**src/audio_port_mux_pkg.sv**
```systemverilog
// constants and carrier types for the dual audio port pin mux
//
// Contract
// - reg 27 bit 2 set drives primary word clock pin, clear takes it from host
// - reg 27 bit 3 set drives primary bit clock pin, clear takes it from host
// - reg 33 bits 5-4 pick primary word clock source: playback, record, secondary
// - reg 33 bit 7 picks primary bit clock source: internal or secondary
// - reg 32 bit 0 feeds interface from primary data in or secondary data in
// - reg 53 bits 3-1: 001 primary data, 111 secondary frame, 110 secondary bit clock
// - reg 33 bit 1 sends interface data or secondary data in to data out pin
// - reg 31 bits 4-2: 000 secondary frame clock on io pin one, 011 on data out; only 000 is decoded, other codes give zero
// - reg 33 bits 3-2 pick secondary frame clock: playback, record, primary frame
// - reg 31 bits 7-5: 000 secondary bit clock on io pin one, 011 on data out; only 000 is decoded, other codes give zero
// - reg 33 bit 6 picks secondary bit clock: primary or internal bit clock
// - reg 31 bits 1-0 at 00 take secondary data in from io pin one
// - reg 51 bits 5-2 set io pin one function: 1001,1000,0001,1011,0111
// - reg 33 bit 0 sends primary data in or interface data to secondary out
// - reg 32 bits 7-5 at 000 tie record frame clock to io pin one
// - reg 32 bit 1 picks internal record frame: playback or record frame clock
package audio_port_mux_pkg;

	// ------------------------------------------------------------
	// register offsets
	// ------------------------------------------------------------
	localparam logic [7:0] IFACE_CTRL_OFS = 8'h1b;
	localparam logic [7:0] SEC_PINS_OFS = 8'h1f;
	localparam logic [7:0] DIN_SEL_OFS = 8'h20;
	localparam logic [7:0] CLK_SRC_OFS = 8'h21;
	localparam logic [7:0] IO_ONE_FUNC_OFS = 8'h33;
	localparam logic [7:0] DOUT_FUNC_OFS = 8'h35;
	localparam logic [7:0] STATUS_OFS = 8'h3c;

	// ------------------------------------------------------------
	// reset values
	// ------------------------------------------------------------
	localparam logic [7:0] IFACE_CTRL_RST = 8'h00;
	localparam logic [7:0] SEC_PINS_RST = 8'h00;
	localparam logic [7:0] DIN_SEL_RST = 8'h00;
	localparam logic [7:0] CLK_SRC_RST = 8'h00;
	localparam logic [7:0] IO_ONE_FUNC_RST = 8'h00;
	localparam logic [7:0] DOUT_FUNC_RST = 8'h02;

	// ------------------------------------------------------------
	// field positions
	// ------------------------------------------------------------
	localparam int WCLK_DIR_BIT = 2;
	localparam int BCLK_DIR_BIT = 3;
	localparam int PRI_BCLK_SRC_BIT = 7;
	localparam int SEC_BCLK_SRC_BIT = 6;
	localparam int PRI_WCLK_SRC_LSB = 4;
	localparam int SEC_WCLK_SRC_LSB = 2;
	localparam int PRI_DOUT_SRC_BIT = 1;
	localparam int SEC_DOUT_SRC_BIT = 0;
	localparam int DIN_SRC_BIT = 0;
	localparam int REC_FRAME_SRC_BIT = 1;
	localparam int REC_FRAME_PIN_LSB = 5;
	localparam int SEC_BCLK_PIN_LSB = 5;
	localparam int SEC_WCLK_PIN_LSB = 2;
	localparam int SEC_DIN_PIN_LSB = 0;
	localparam int IO_ONE_FUNC_LSB = 2;
	localparam int DOUT_FUNC_LSB = 1;

	// ------------------------------------------------------------
	// codes
	// ------------------------------------------------------------
	localparam logic [1:0] WSRC_PLAYBACK = 2'h0;
	localparam logic [1:0] WSRC_RECORD = 2'h1;
	localparam logic [2:0] PIN_IO_ONE = 3'h0;
	localparam logic [2:0] PIN_DOUT = 3'h3;
	localparam logic [1:0] SEC_DIN_IO_ONE = 2'h0;
	localparam logic [2:0] DOUT_PRI_DATA = 3'h1;
	localparam logic [2:0] DOUT_SEC_WCLK = 3'h7;
	localparam logic [2:0] DOUT_SEC_BCLK = 3'h6;
	localparam logic [3:0] IO_SEC_WCLK = 4'h9;
	localparam logic [3:0] IO_SEC_BCLK = 4'h8;
	localparam logic [3:0] IO_SEC_INPUT = 4'h1;
	localparam logic [3:0] IO_SEC_DOUT = 4'hb;
	localparam logic [3:0] IO_REC_FRAME = 4'h7;

	// ------------------------------------------------------------
	// carriers
	// ------------------------------------------------------------
	typedef struct packed {
		logic out;
		logic oe_n;
	} pin_drive_t;

	typedef struct packed {
		logic frame;
		logic rec_frame;
		logic bit_clk;
		logic data;
	} iface_in_t;

	typedef struct packed {
		logic play_rate;
		logic rec_rate;
		logic bit_clk;
		logic data;
	} iface_src_t;

endpackage

```
**src/dual_audio_port_mux.sv**
```systemverilog
// codec-side routing of one audio serial interface to a primary and a secondary port
//
// The implementer's own choices: the address map and the address-and-strobe port.
`timescale 1ns/1ps
`default_nettype none
module dual_audio_port_mux (
	// clock and reset
	input wire logic clk,
	input wire logic rst,
	// register port
	input wire logic [7:0] reg_addr,
	input wire logic [7:0] reg_wdata,
	input wire logic reg_wr,
	input wire logic reg_rd,
	output logic [7:0] reg_rdata,
	// primary port pins
	input wire logic word_clock_pin_in,
	output audio_port_mux_pkg::pin_drive_t word_clock_pin,
	input wire logic bit_clock_pin_in,
	output audio_port_mux_pkg::pin_drive_t bit_clock_pin,
	input wire logic serial_data_in_pin,
	output logic serial_data_out_pin,
	// shared io pin
	input wire logic general_io_pin_one_in,
	output audio_port_mux_pkg::pin_drive_t general_io_pin_one,
	// internal audio interface
	input wire audio_port_mux_pkg::iface_src_t iface_src,
	output audio_port_mux_pkg::iface_in_t iface_in,
	// captured serial bits
	output logic bit_valid,
	output logic bit_value,
	input wire logic bit_ready,
	output logic bit_stall
);
	import audio_port_mux_pkg::*;

	// ------------------------------------------------------------
	// routing registers
	// ------------------------------------------------------------
	logic [7:0] iface_ctrl_reg;
	logic [7:0] sec_pins_reg;
	logic [7:0] din_sel_reg;
	logic [7:0] clk_src_reg;
	logic [7:0] io_one_func_reg;
	logic [7:0] dout_func_reg;
	logic [7:0] overrun_reg;
	logic [7:0] rdata_next;

	always_ff @(posedge clk) begin
		if (rst) begin
			iface_ctrl_reg <= IFACE_CTRL_RST;
			sec_pins_reg <= SEC_PINS_RST;
			din_sel_reg <= DIN_SEL_RST;
			clk_src_reg <= CLK_SRC_RST;
			io_one_func_reg <= IO_ONE_FUNC_RST;
			dout_func_reg <= DOUT_FUNC_RST;
		end else if (reg_wr) begin
			case (reg_addr)
				IFACE_CTRL_OFS: iface_ctrl_reg <= reg_wdata;
				SEC_PINS_OFS: sec_pins_reg <= reg_wdata;
				DIN_SEL_OFS: din_sel_reg <= reg_wdata;
				CLK_SRC_OFS: clk_src_reg <= reg_wdata;
				IO_ONE_FUNC_OFS: io_one_func_reg <= reg_wdata;
				DOUT_FUNC_OFS: dout_func_reg <= reg_wdata;
				default: begin
				end
			endcase
		end
	end

	// ------------------------------------------------------------
	// read port
	// ------------------------------------------------------------
	always_comb begin
		case (reg_addr)
			IFACE_CTRL_OFS: rdata_next = iface_ctrl_reg;
			SEC_PINS_OFS: rdata_next = sec_pins_reg;
			DIN_SEL_OFS: rdata_next = din_sel_reg;
			CLK_SRC_OFS: rdata_next = clk_src_reg;
			IO_ONE_FUNC_OFS: rdata_next = io_one_func_reg;
			DOUT_FUNC_OFS: rdata_next = dout_func_reg;
			STATUS_OFS: rdata_next = overrun_reg;
			default: rdata_next = 8'h00;
		endcase
	end

	// data stand only in the cycle after the strobe
	always_ff @(posedge clk) begin
		if (rst) begin
			reg_rdata <= 8'h00;
		end else begin
			reg_rdata <= reg_rd ? rdata_next : 8'h00;
		end
	end

	// ------------------------------------------------------------
	// pin synchronisers
	// ------------------------------------------------------------
	// host clocks are asynchronous; two stages before any use
	logic [3:0] pin_meta_reg;
	logic [3:0] pin_sync_reg;
	logic pri_wclk;
	logic pri_bclk;
	logic pri_din;
	logic io_one;

	always_ff @(posedge clk) begin
		if (rst) begin
			pin_meta_reg <= 4'h0;
			pin_sync_reg <= 4'h0;
		end else begin
			pin_meta_reg <= {general_io_pin_one_in, serial_data_in_pin,
				bit_clock_pin_in, word_clock_pin_in};
			pin_sync_reg <= pin_meta_reg;
		end
	end

	assign pri_wclk = pin_sync_reg[0];
	assign pri_bclk = pin_sync_reg[1];
	assign pri_din = pin_sync_reg[2];
	assign io_one = pin_sync_reg[3];

	// ------------------------------------------------------------
	// routing
	// ------------------------------------------------------------
	logic [1:0] pri_wsrc;
	logic [1:0] sec_wsrc;
	logic [3:0] io_func;
	logic [2:0] dout_func;
	logic sec_wclk_in;
	logic sec_bclk_in;
	logic sec_din;
	logic sec_wclk_out;
	logic sec_bclk_out;
	logic sec_dout;
	logic rec_frame_pin;
	pin_drive_t wclk_next;
	pin_drive_t bclk_next;
	pin_drive_t io_next;
	iface_in_t iface_next;
	logic dout_next;

	assign pri_wsrc = clk_src_reg[PRI_WCLK_SRC_LSB +: 2];
	assign sec_wsrc = clk_src_reg[SEC_WCLK_SRC_LSB +: 2];
	assign io_func = io_one_func_reg[IO_ONE_FUNC_LSB +: 4];
	assign dout_func = dout_func_reg[DOUT_FUNC_LSB +: 3];

	always_comb begin
		// secondary inputs arrive on io pin one only when selected there
		sec_wclk_in = (sec_pins_reg[SEC_WCLK_PIN_LSB +: 3] == PIN_IO_ONE) & io_one;
		sec_bclk_in = (sec_pins_reg[SEC_BCLK_PIN_LSB +: 3] == PIN_IO_ONE) & io_one;
		sec_din = (sec_pins_reg[SEC_DIN_PIN_LSB +: 2] == SEC_DIN_IO_ONE) & io_one;
		case (sec_wsrc)
			WSRC_PLAYBACK: sec_wclk_out = iface_src.play_rate;
			WSRC_RECORD: sec_wclk_out = iface_src.rec_rate;
			default: sec_wclk_out = pri_wclk;
		endcase
		sec_bclk_out = clk_src_reg[SEC_BCLK_SRC_BIT] ? iface_src.bit_clk : pri_bclk;
		sec_dout = clk_src_reg[SEC_DOUT_SRC_BIT] ? iface_src.data : pri_din;
		// primary word clock pin
		wclk_next.oe_n = ~iface_ctrl_reg[WCLK_DIR_BIT];
		case (pri_wsrc)
			WSRC_PLAYBACK: wclk_next.out = iface_src.play_rate;
			WSRC_RECORD: wclk_next.out = iface_src.rec_rate;
			default: wclk_next.out = sec_wclk_in;
		endcase
		// primary bit clock pin
		bclk_next.oe_n = ~iface_ctrl_reg[BCLK_DIR_BIT];
		bclk_next.out = clk_src_reg[PRI_BCLK_SRC_BIT] ? sec_bclk_in : iface_src.bit_clk;
		// data out pin
		case (dout_func)
			DOUT_PRI_DATA: dout_next = clk_src_reg[PRI_DOUT_SRC_BIT] ? sec_din
				: iface_src.data;
			DOUT_SEC_WCLK: dout_next = sec_wclk_out;
			DOUT_SEC_BCLK: dout_next = sec_bclk_out;
			default: dout_next = 1'b0;
		endcase
		// io pin one; unknown codes leave it as an input
		io_next.oe_n = 1'b0;
		case (io_func)
			IO_SEC_WCLK: io_next.out = sec_wclk_out;
			IO_SEC_BCLK: io_next.out = sec_bclk_out;
			IO_SEC_DOUT: io_next.out = sec_dout;
			IO_REC_FRAME: io_next.out = iface_src.rec_rate;
			default: begin
				io_next.out = 1'b0;
				io_next.oe_n = 1'b1;
			end
		endcase
		// record frame clock pin: driven value or host level
		if (din_sel_reg[REC_FRAME_PIN_LSB +: 3] == PIN_IO_ONE) begin
			rec_frame_pin = (io_func == IO_REC_FRAME) ? iface_src.rec_rate : io_one;
		end else begin
			rec_frame_pin = iface_src.rec_rate;
		end
		// internal interface sees the level of whichever side drives the pin
		iface_next.frame = iface_ctrl_reg[WCLK_DIR_BIT] ? wclk_next.out : pri_wclk;
		iface_next.bit_clk = iface_ctrl_reg[BCLK_DIR_BIT] ? bclk_next.out : pri_bclk;
		iface_next.rec_frame = din_sel_reg[REC_FRAME_SRC_BIT] ? rec_frame_pin
			: iface_next.frame;
		iface_next.data = din_sel_reg[DIN_SRC_BIT] ? sec_din : pri_din;
	end

	// one register stage: a write shows at the pins on the following edge
	always_ff @(posedge clk) begin
		if (rst) begin
			word_clock_pin <= '{out: 1'b0, oe_n: 1'b1};
			bit_clock_pin <= '{out: 1'b0, oe_n: 1'b1};
			general_io_pin_one <= '{out: 1'b0, oe_n: 1'b1};
			serial_data_out_pin <= 1'b0;
			iface_in <= '0;
		end else begin
			word_clock_pin <= wclk_next;
			bit_clock_pin <= bclk_next;
			general_io_pin_one <= io_next;
			serial_data_out_pin <= dout_next;
			iface_in <= iface_next;
		end
	end

	// ------------------------------------------------------------
	// two-entry bit buffer
	// ------------------------------------------------------------
	// head slot feeds valid and value; second slot holds one more bit and drives the stall flag
	logic [1:0] slot_valid_reg;
	logic [1:0] slot_bit_reg;
	logic push;
	logic pop;
	logic bclk_rise;

	assign bclk_rise = iface_next.bit_clk & ~iface_in.bit_clk;
	assign pop = slot_valid_reg[0] & bit_ready;
	assign push = bclk_rise & ~slot_valid_reg[1];

	always_ff @(posedge clk) begin
		if (rst) begin
			slot_valid_reg <= 2'h0;
			slot_bit_reg <= 2'h0;
		end else begin
			case ({push, pop})
				2'b10: begin
					slot_valid_reg[slot_valid_reg[0]] <= 1'b1;
					slot_bit_reg[slot_valid_reg[0]] <= iface_next.data;
				end
				2'b01: begin
					slot_valid_reg <= {1'b0, slot_valid_reg[1]};
					slot_bit_reg[0] <= slot_bit_reg[1];
				end
				2'b11: begin
					slot_valid_reg <= {1'b0, 1'b1};
					slot_bit_reg[0] <= slot_valid_reg[1] ? slot_bit_reg[1] : iface_next.data;
					slot_bit_reg[1] <= iface_next.data;
					slot_valid_reg[1] <= slot_valid_reg[1];
				end
				default: begin
				end
			endcase
		end
	end

	assign bit_valid = slot_valid_reg[0];
	assign bit_value = slot_bit_reg[0];
	assign bit_stall = slot_valid_reg[1];

	// a bit edge that finds the buffer full is counted, saturating
	always_ff @(posedge clk) begin
		if (rst) begin
			overrun_reg <= 8'h00;
		end else if (bclk_rise & slot_valid_reg[1] & (overrun_reg != 8'hff)) begin
			overrun_reg <= overrun_reg + 8'h01;
		end
	end
endmodule
`default_nettype wire

```
**config.mk**
```make
export PLATFORM = sky130hd
export DESIGN_NAME = dual_audio_port_mux
export DESIGN_NICKNAME = d
export VERILOG_FILES = /design/src/audio_port_mux_pkg.sv /design/src/dual_audio_port_mux.sv
export SDC_FILE = /design/constraint.sdc
export NUM_CORES = 1
export LEC_CHECK = 0
export ABC_AREA = 0
export BUFFER_PORTS_ARGS = -buffer_cell sky130_fd_sc_hd__buf_2
export CAP_MARGIN = 20
export CORE_MARGIN = 1
export CORE_UTILIZATION = 39
export CTS_CLUSTER_SIZE = 8
export DETAILED_ROUTE_END_ITERATION = 10
export GPL_TIMING_DRIVEN = 0
export PLACE_DENSITY = 0.68
export SYNTH_ARGS = -nofsm -noshare
export SYNTH_HDL_FRONTEND = slang
export SYNTH_SLANG_ARGS = --single-unit
```
**constraint.sdc**
```tcl
create_clock -name clk -period 2.49 [get_ports clk]
set_input_delay 0.498 -clock clk [delete_from_list [all_inputs] [get_ports clk]]
set_output_delay 0.498 -clock clk [all_outputs]
set_load 0.01 [all_outputs]
```
# [Yosys cells after proc, flatten, opt, wreduce, memory -nomap -nowiden]
# Index checks and enable logic that the tools add are counted.
[word_totals] register_bits=87 inputBits=29 mem_bits_rw=0 n_memories=0 out_inout_bits=22 romBits=0 word_cells=105 latch_bits=0
[classes] mux=23 n_reduce_logical=19 shift=0 n_addsub=1 multipliers=0 magnitude_cmp=2 n_div=0 eq_ne=20 bitwise=15
[op_table] cell="$pmux 8 s7" n=1
[op_table] cell="$eq 8x6->1 const B" n=5
[op_table] cell="$eq 8x5->1 const B" n=2
[op_table] cell="$reduce_and 2->1" n=7
[op_table] cell="$mux 1" n=13
[op_table] cell="$eq 4x4->1 const B" n=3
[op_table] cell="$logic_not 3->1" n=3
[op_table] cell="$add 8x1->8 const B" n=1
[op_table] cell="$and 1x1->1" n=8
[op_table] cell="$ne 8x8->1 const B" n=1
[op_table] cell="$eq 2x1->1 const B" n=3
[op_table] cell="$eq 3x3->1 const B" n=2
[op_table] cell="$logic_not 2->1" n=3
[op_table] cell="$not 1->1" n=6
[op_table] cell="$pmux 1 s2" n=3
[op_table] cell="$pmux 1 s3" n=2
[op_table] cell="$pmux 2 s3" n=1
[op_table] cell="$eq 2x2->1 const B" n=2
[op_table] cell="$eq 4x3->1 const B" n=1
[op_table] cell="$pmux 1 s4" n=1
[op_table] cell="$reduce_bool 2->1" n=2
[op_table] cell="$reduce_or 4->1" n=1
[op_table] cell="$eq 3x1->1 const B" n=1
[op_table] cell="$reduce_bool 3->1" n=1
[op_table] cell="7 further kinds" n=7

# [Logic depth before layout (Yosys ltp)]
[depth] ltp_word=9 ltp_mapped=11

# [Worst setup path after synthesis]
# OpenSTA, ideal clock, no wires.
[synth_timing] path_type="in2reg" start="input port iface_src[1] in the netlist's numbering" end="register slot_bit_reg[0]" t_arrival_ps=1873 stages=9 path_buffers=0 setup_time_ps=121 setup_slack_ps=496 required_ps=2369 cell_sequence="nand2b_1 > a21o_1 > a21oi_1 > nand2b_1 > ha_1 > a21o_1 > a32oi_1 > nor2_1 > mux2_2"
[synth_between] elab_chain_cells=6 word_cells_on_any_way=9 classes_between="eq/ne: 3; mux: 3; bitwise: 2; reduce/logical: 1"
[synth_rtl] item="start, declared" line_no="dual_audio_port_mux.sv:27" text="input wire audio_port_mux_pkg::iface_src_t iface_src,"
[synth_rtl] item="$mux 1 (*)" line_no="dual_audio_port_mux.sv:169" text="bclk_next.out = clk_src_reg[PRI_BCLK_SRC_BIT] ? sec_bclk_in : iface_src.bit_clk;"
[synth_rtl] item="$mux 1 (*)" line_no="dual_audio_port_mux.sv:198" text="iface_next.bit_clk = iface_ctrl_reg[BCLK_DIR_BIT] ? bclk_next.out : pri_bclk;"
[synth_rtl] item="$and 1x1->1 (*)" line_no="dual_audio_port_mux.sv:231" text="assign bclk_rise = iface_next.bit_clk & ~iface_in.bit_clk;"
[synth_rtl] item="$and 1x1->1 (*)" line_no="dual_audio_port_mux.sv:233" text="assign push = bclk_rise & ~slot_valid_reg[1];"
[synth_rtl] item="$eq 2x2->1 or $eq 2x1->1 (tied branches)" line_no="dual_audio_port_mux.sv:240" text="case ({push, pop})"
[synth_rtl] item="$pmux 1 s3 or $reduce_bool 3->1 (tied branches)"
[synth_rtl] item="end signal, assigned by index" line_no="dual_audio_port_mux.sv:243" text="slot_bit_reg[slot_valid_reg[0]] <= iface_next.data;"
[synth_rtl] item="end signal, assigned" line_no="dual_audio_port_mux.sv:247" text="slot_bit_reg[0] <= slot_bit_reg[1];"
[synth_rtl] item="end signal, assigned" line_no="dual_audio_port_mux.sv:251" text="slot_bit_reg[0] <= slot_valid_reg[1] ? slot_bit_reg[1] : iface_next.data;"
[synth_rtl] item="end, declared" line_no="dual_audio_port_mux.sv:226" text="logic [1:0] slot_bit_reg;"
# Mark *: on every way between the ends. The rest lies on a longest branch, timed or not.
# A chain may end at the register's enable or synchronous reset.

# [Worst setup path after layout]
[layout_timing] start="register clk_src_reg[7]" end="register slot_bit_reg[0]"
[layout_between] elab_chain_cells=6 word_cells_on_any_way=9 classes_between="eq/ne: 3; mux: 3; bitwise: 2; reduce/logical: 1"
[layout_rtl] item="start, declared" line_no="dual_audio_port_mux.sv:43" text="logic [7:0] clk_src_reg;"
[layout_rtl] item="start signal, assigned" line_no="dual_audio_port_mux.sv:62" text="CLK_SRC_OFS: clk_src_reg <= reg_wdata;"
[layout_rtl] item="$mux 1 (*)" line_no="dual_audio_port_mux.sv:169"
[layout_rtl] item="$mux 1 (*)" line_no="dual_audio_port_mux.sv:198"
[layout_rtl] item="$and 1x1->1 (*)" line_no="dual_audio_port_mux.sv:231"
[layout_rtl] item="$and 1x1->1 (*)" line_no="dual_audio_port_mux.sv:233"
[layout_rtl] item="$eq 2x2->1 or $eq 2x1->1 (tied branches)" line_no="dual_audio_port_mux.sv:240"
[layout_rtl] item="$pmux 1 s3 or $reduce_bool 3->1 (tied branches)"
# Marked as above.

==> metrics.txt <==
Die X=102 microns; Post-Synth XOR/XNOR Area=0%; Diodes inserted=0; starting density of the core=40.2%; Max Slew Vio Count=0; CP arrival=2.53 ns; Clk pin slew, worst setup/hold paths=0.09 ns; Leak Pwr=1.90 nW; Hold EP=pin_meta_reg[2]$_SDFF_PP0_; Layout Nets=507; TritonCTS clock tree=built; post-synthesis adder-cell area fraction=1.59%; pre-CTS WS=0.0804 ns; DRC Markers=0; largest family of logic cells by synthesized area=simple AND/OR/NAND/NOR gates; run status=completed; async set-reset flop share out of synthesis=0%; worst-margin pin slew=0.834 ns; TritonCTS Buffers=9; die area=10500 sq um; Root Driver=clkbuf_8; Syn Nets=447; WL/cell=16.3 microns; Avg Vias per Cell=5.27; drt first pass iters=4; total grt overflow=0; Synth Instances=413; Max Buffers Root-to-Sink=2; FMAX=439 MHz; Worst Hold Path Cells=2; syn_area_per_cell=9.51 sq um; total clock sinks=87; VDD IR-drop max=0.359 mV; Worst R2R Path Depth=9; Final Hold Viols=0; Setup crit end kind=flop; core area=9770 sq um; final setup fails=0; YS warnings=0; Seq/Total Area, Yosys=44.3%; Critical Path Source Type=flop; pin count of the biggest net entering global routing=16; post-synthesis compound-gate area fraction=12.4%; antenna violations before repair=0; Vias=3223; Cell Area, Synth=3930 sq um; worst reg2reg setup slack=0.21 ns; vias in the first global route=3077; Worst Setup Slack, final=0.214 ns; Reg-to-Reg End=slot_bit_reg[0]$_SDFFE_PP0P_; Die Y=102 microns; Critical Path RT=2.74 ns; HP Start=serial_data_in_pin; CP cell instances=nor4b_4 -> nand3_2 -> a21oi_2 -> nand2b_1 -> ha_1 -> a21o_1 -> a32oi_1 -> nor2_1 -> mux2_2; clk_lat worst skew=0.36 ns; fin util=46.4%; Crit path depth=9; skew final=0.0113 ns; IO Pins=51; Buffers on Ports=49; number of flops mapped to enable cells by yosys=0; Total GRT Usage=20.2%; simple-gate share of the synthesized area=19.6%; Top delay family on crit path=simple AND/OR/NAND/NOR gates; setup repair after global routing missed its margin=false; max_slew headroom=44.4%; Total Power=2.58 mW; crit-path max cell delay=0.44 ns; first-pass GRT wire length=15600 microns; CP Buf/Inv Count=0; final setup TNS=0 ns; Cell Pwr Density=569 nW/um^2; H-tree levels=3; Detail Placement HPWL=7280 microns; Worst Setup Path Type=flop to flop; drt total wl=9940 microns; post-CTS setup repair buffer count=0; Synth Register Bits=87; share of post-route cells with drive strength above 1=16.5%; post-route clock period utilization=91.4%; initial DRC count=210; max cap viols=0; Critical-path top delay cell=dfxtp_1; proportion of synthesized area in mux cells=19.2%; minimum clock period=2.28 ns; worst-path fanout max=4; Hold Crit Class=primary input to flop; num rows=36; Routed Antenna Nets=0; Layout area overhead=15.5%; Main synth FF type=dfxtp_1; reg2reg start=clk_src_reg[7]$_SDFFE_PP0P_; synth unique cells=43; gpl congestion=0.912
-- worst max path at each step --
stage | from | slack [ns] | to
3_5_place_dp | iface_src[1] | 0.08 | slot_bit_reg[0]$_SDFFE_PP0P_
5_1_grt | clk_src_reg[7]$_SDFFE_PP0P_ | 0.09 | slot_bit_reg[0]$_SDFFE_PP0P_
4_1_cts | clk_src_reg[7]$_SDFFE_PP0P_ | 0.13 | slot_bit_reg[0]$_SDFFE_PP0P_
2_1_floorplan | iface_src[1] | 0.50 | slot_bit_reg[0]$_SDFFE_PP0P_
3_3_place_gp | iface_src[1] | 0.16 | slot_bit_reg[0]$_SDFFE_PP0P_
6_report | clk_src_reg[7]$_SDFFE_PP0P_ | 0.21 | slot_bit_reg[0]$_SDFFE_PP0P_
-- cells in the final DEF, fill, tap and decap left out, types with 4 or more instances in the layout --
cell,netlist,final
inv_1,8,8
dfxtp_1,87,87
nor3b_1,4,4
nand2_1,20,20
nand2b_1,7,7
a21oi_1,22,21
buf_2,3,52
nor2b_1,17,17
or3_1,4,4
mux2i_1,71,71
ha_1,5,5
clkbuf_8,0,9
clkbuf_1,10,11
o21ai_0,8,8
buf_1,5,5
nor2_1,62,62
a22oi_1,8,8
nor3_1,6,6
o2bb2ai_1,16,16
nand3_1,7,7
-- per-layer routing --
metal,GRT usage (%),vias to the layer above,part of all wire [%]
met2,30.7,92,44
li1,-,1590,-
met1,27.4,1518,48
met5,0,-,0
met3,3.28,23,4.9
met4,11.3,0,2.9
-- synth_stat cells, types with 2 or more instances --
cell	instances	area, sq um
a211o_1	2	17.5
a211oi_1	3	22.5
a21o_1	3	22.5
a21oi_1	22	110
a22oi_1	8	60.1
and3_1	3	18.8
buf_1	5	18.8
buf_2	3	15.0
clkbuf_1	10	37.5
dfxtp_1	87	1740
ha_1	5	62.6
inv_1	8	30.0
mux2_1	2	22.5
mux2_2	2	22.5
mux2i_1	71	711
nand2_1	20	75.1
nand2b_1	7	43.8
nand3_1	7	35.0
nand3_2	3	30.0
nand4_1	3	18.8
nor2_1	62	233
nor2b_1	17	106
nor3_1	6	30.0
nor3b_1	4	30.0
nor4b_1	2	17.5
o21a_1	2	15.0
o21ai_0	8	40.0
o2bb2ai_1	16	140
o31ai_1	3	22.5
or3_1	4	25.0
or4_1	3	22.5
-- cell families after synthesis --
family                   Yosys count
buffers and inverters             27
multiplexers                      75
AO/OA/AOI/OAI                     72
flip-flops                        87
AND/OR/NAND/NOR                  147
adder cells (fa/ha/maj)            5
-- repair_timing --
item | in CTS | in global routing
hold buffers | 0 | 0
gates resized for setup | 0 | 1
hold endpoints to repair | 0 | 0
endpoints found under the setup margin | 0 | 1
-- worst reg2reg max path: stages, from the launching register on --
cell	delay, ns
dfxtp_1	0.44
nor4b_4	0.28
nand3_2	0.14
a21oi_2	0.25
nand2b_1	0.14
ha_1	0.23
a21o_1	0.16
a32oi_1	0.20
nor2_1	0.06
mux2_2	0.28
-- layout make-up --
type                    count  area [sq um]
multi-input cells         299          2080
inverters                   8          30.0
clock buffers              10           128
well taps                 133           166
plain buffers              19          82.6
repair buffers             49           245
flip-flops and latches     87          1740
fillers                   972          5240
clock inverters             6          67.6
-- through the flow --
step                      cells  cell area, sq um  hold slack [ns]
final                       611              4540            0.338
after detailed placement    595              4340            0.422
after global placement      595              4340            0.417
after global routing        611              4540            0.334
after CTS                   611              4540            0.331
after floorplan             413              3930            0.408
-- power breakdown --
part | internal, mW | switching [mW]
registers | 1.40 | 0.00833
clock network | 0.470 | 0.532
logic | 0.0598 | 0.111
Power figures use the tool's default switching activity.
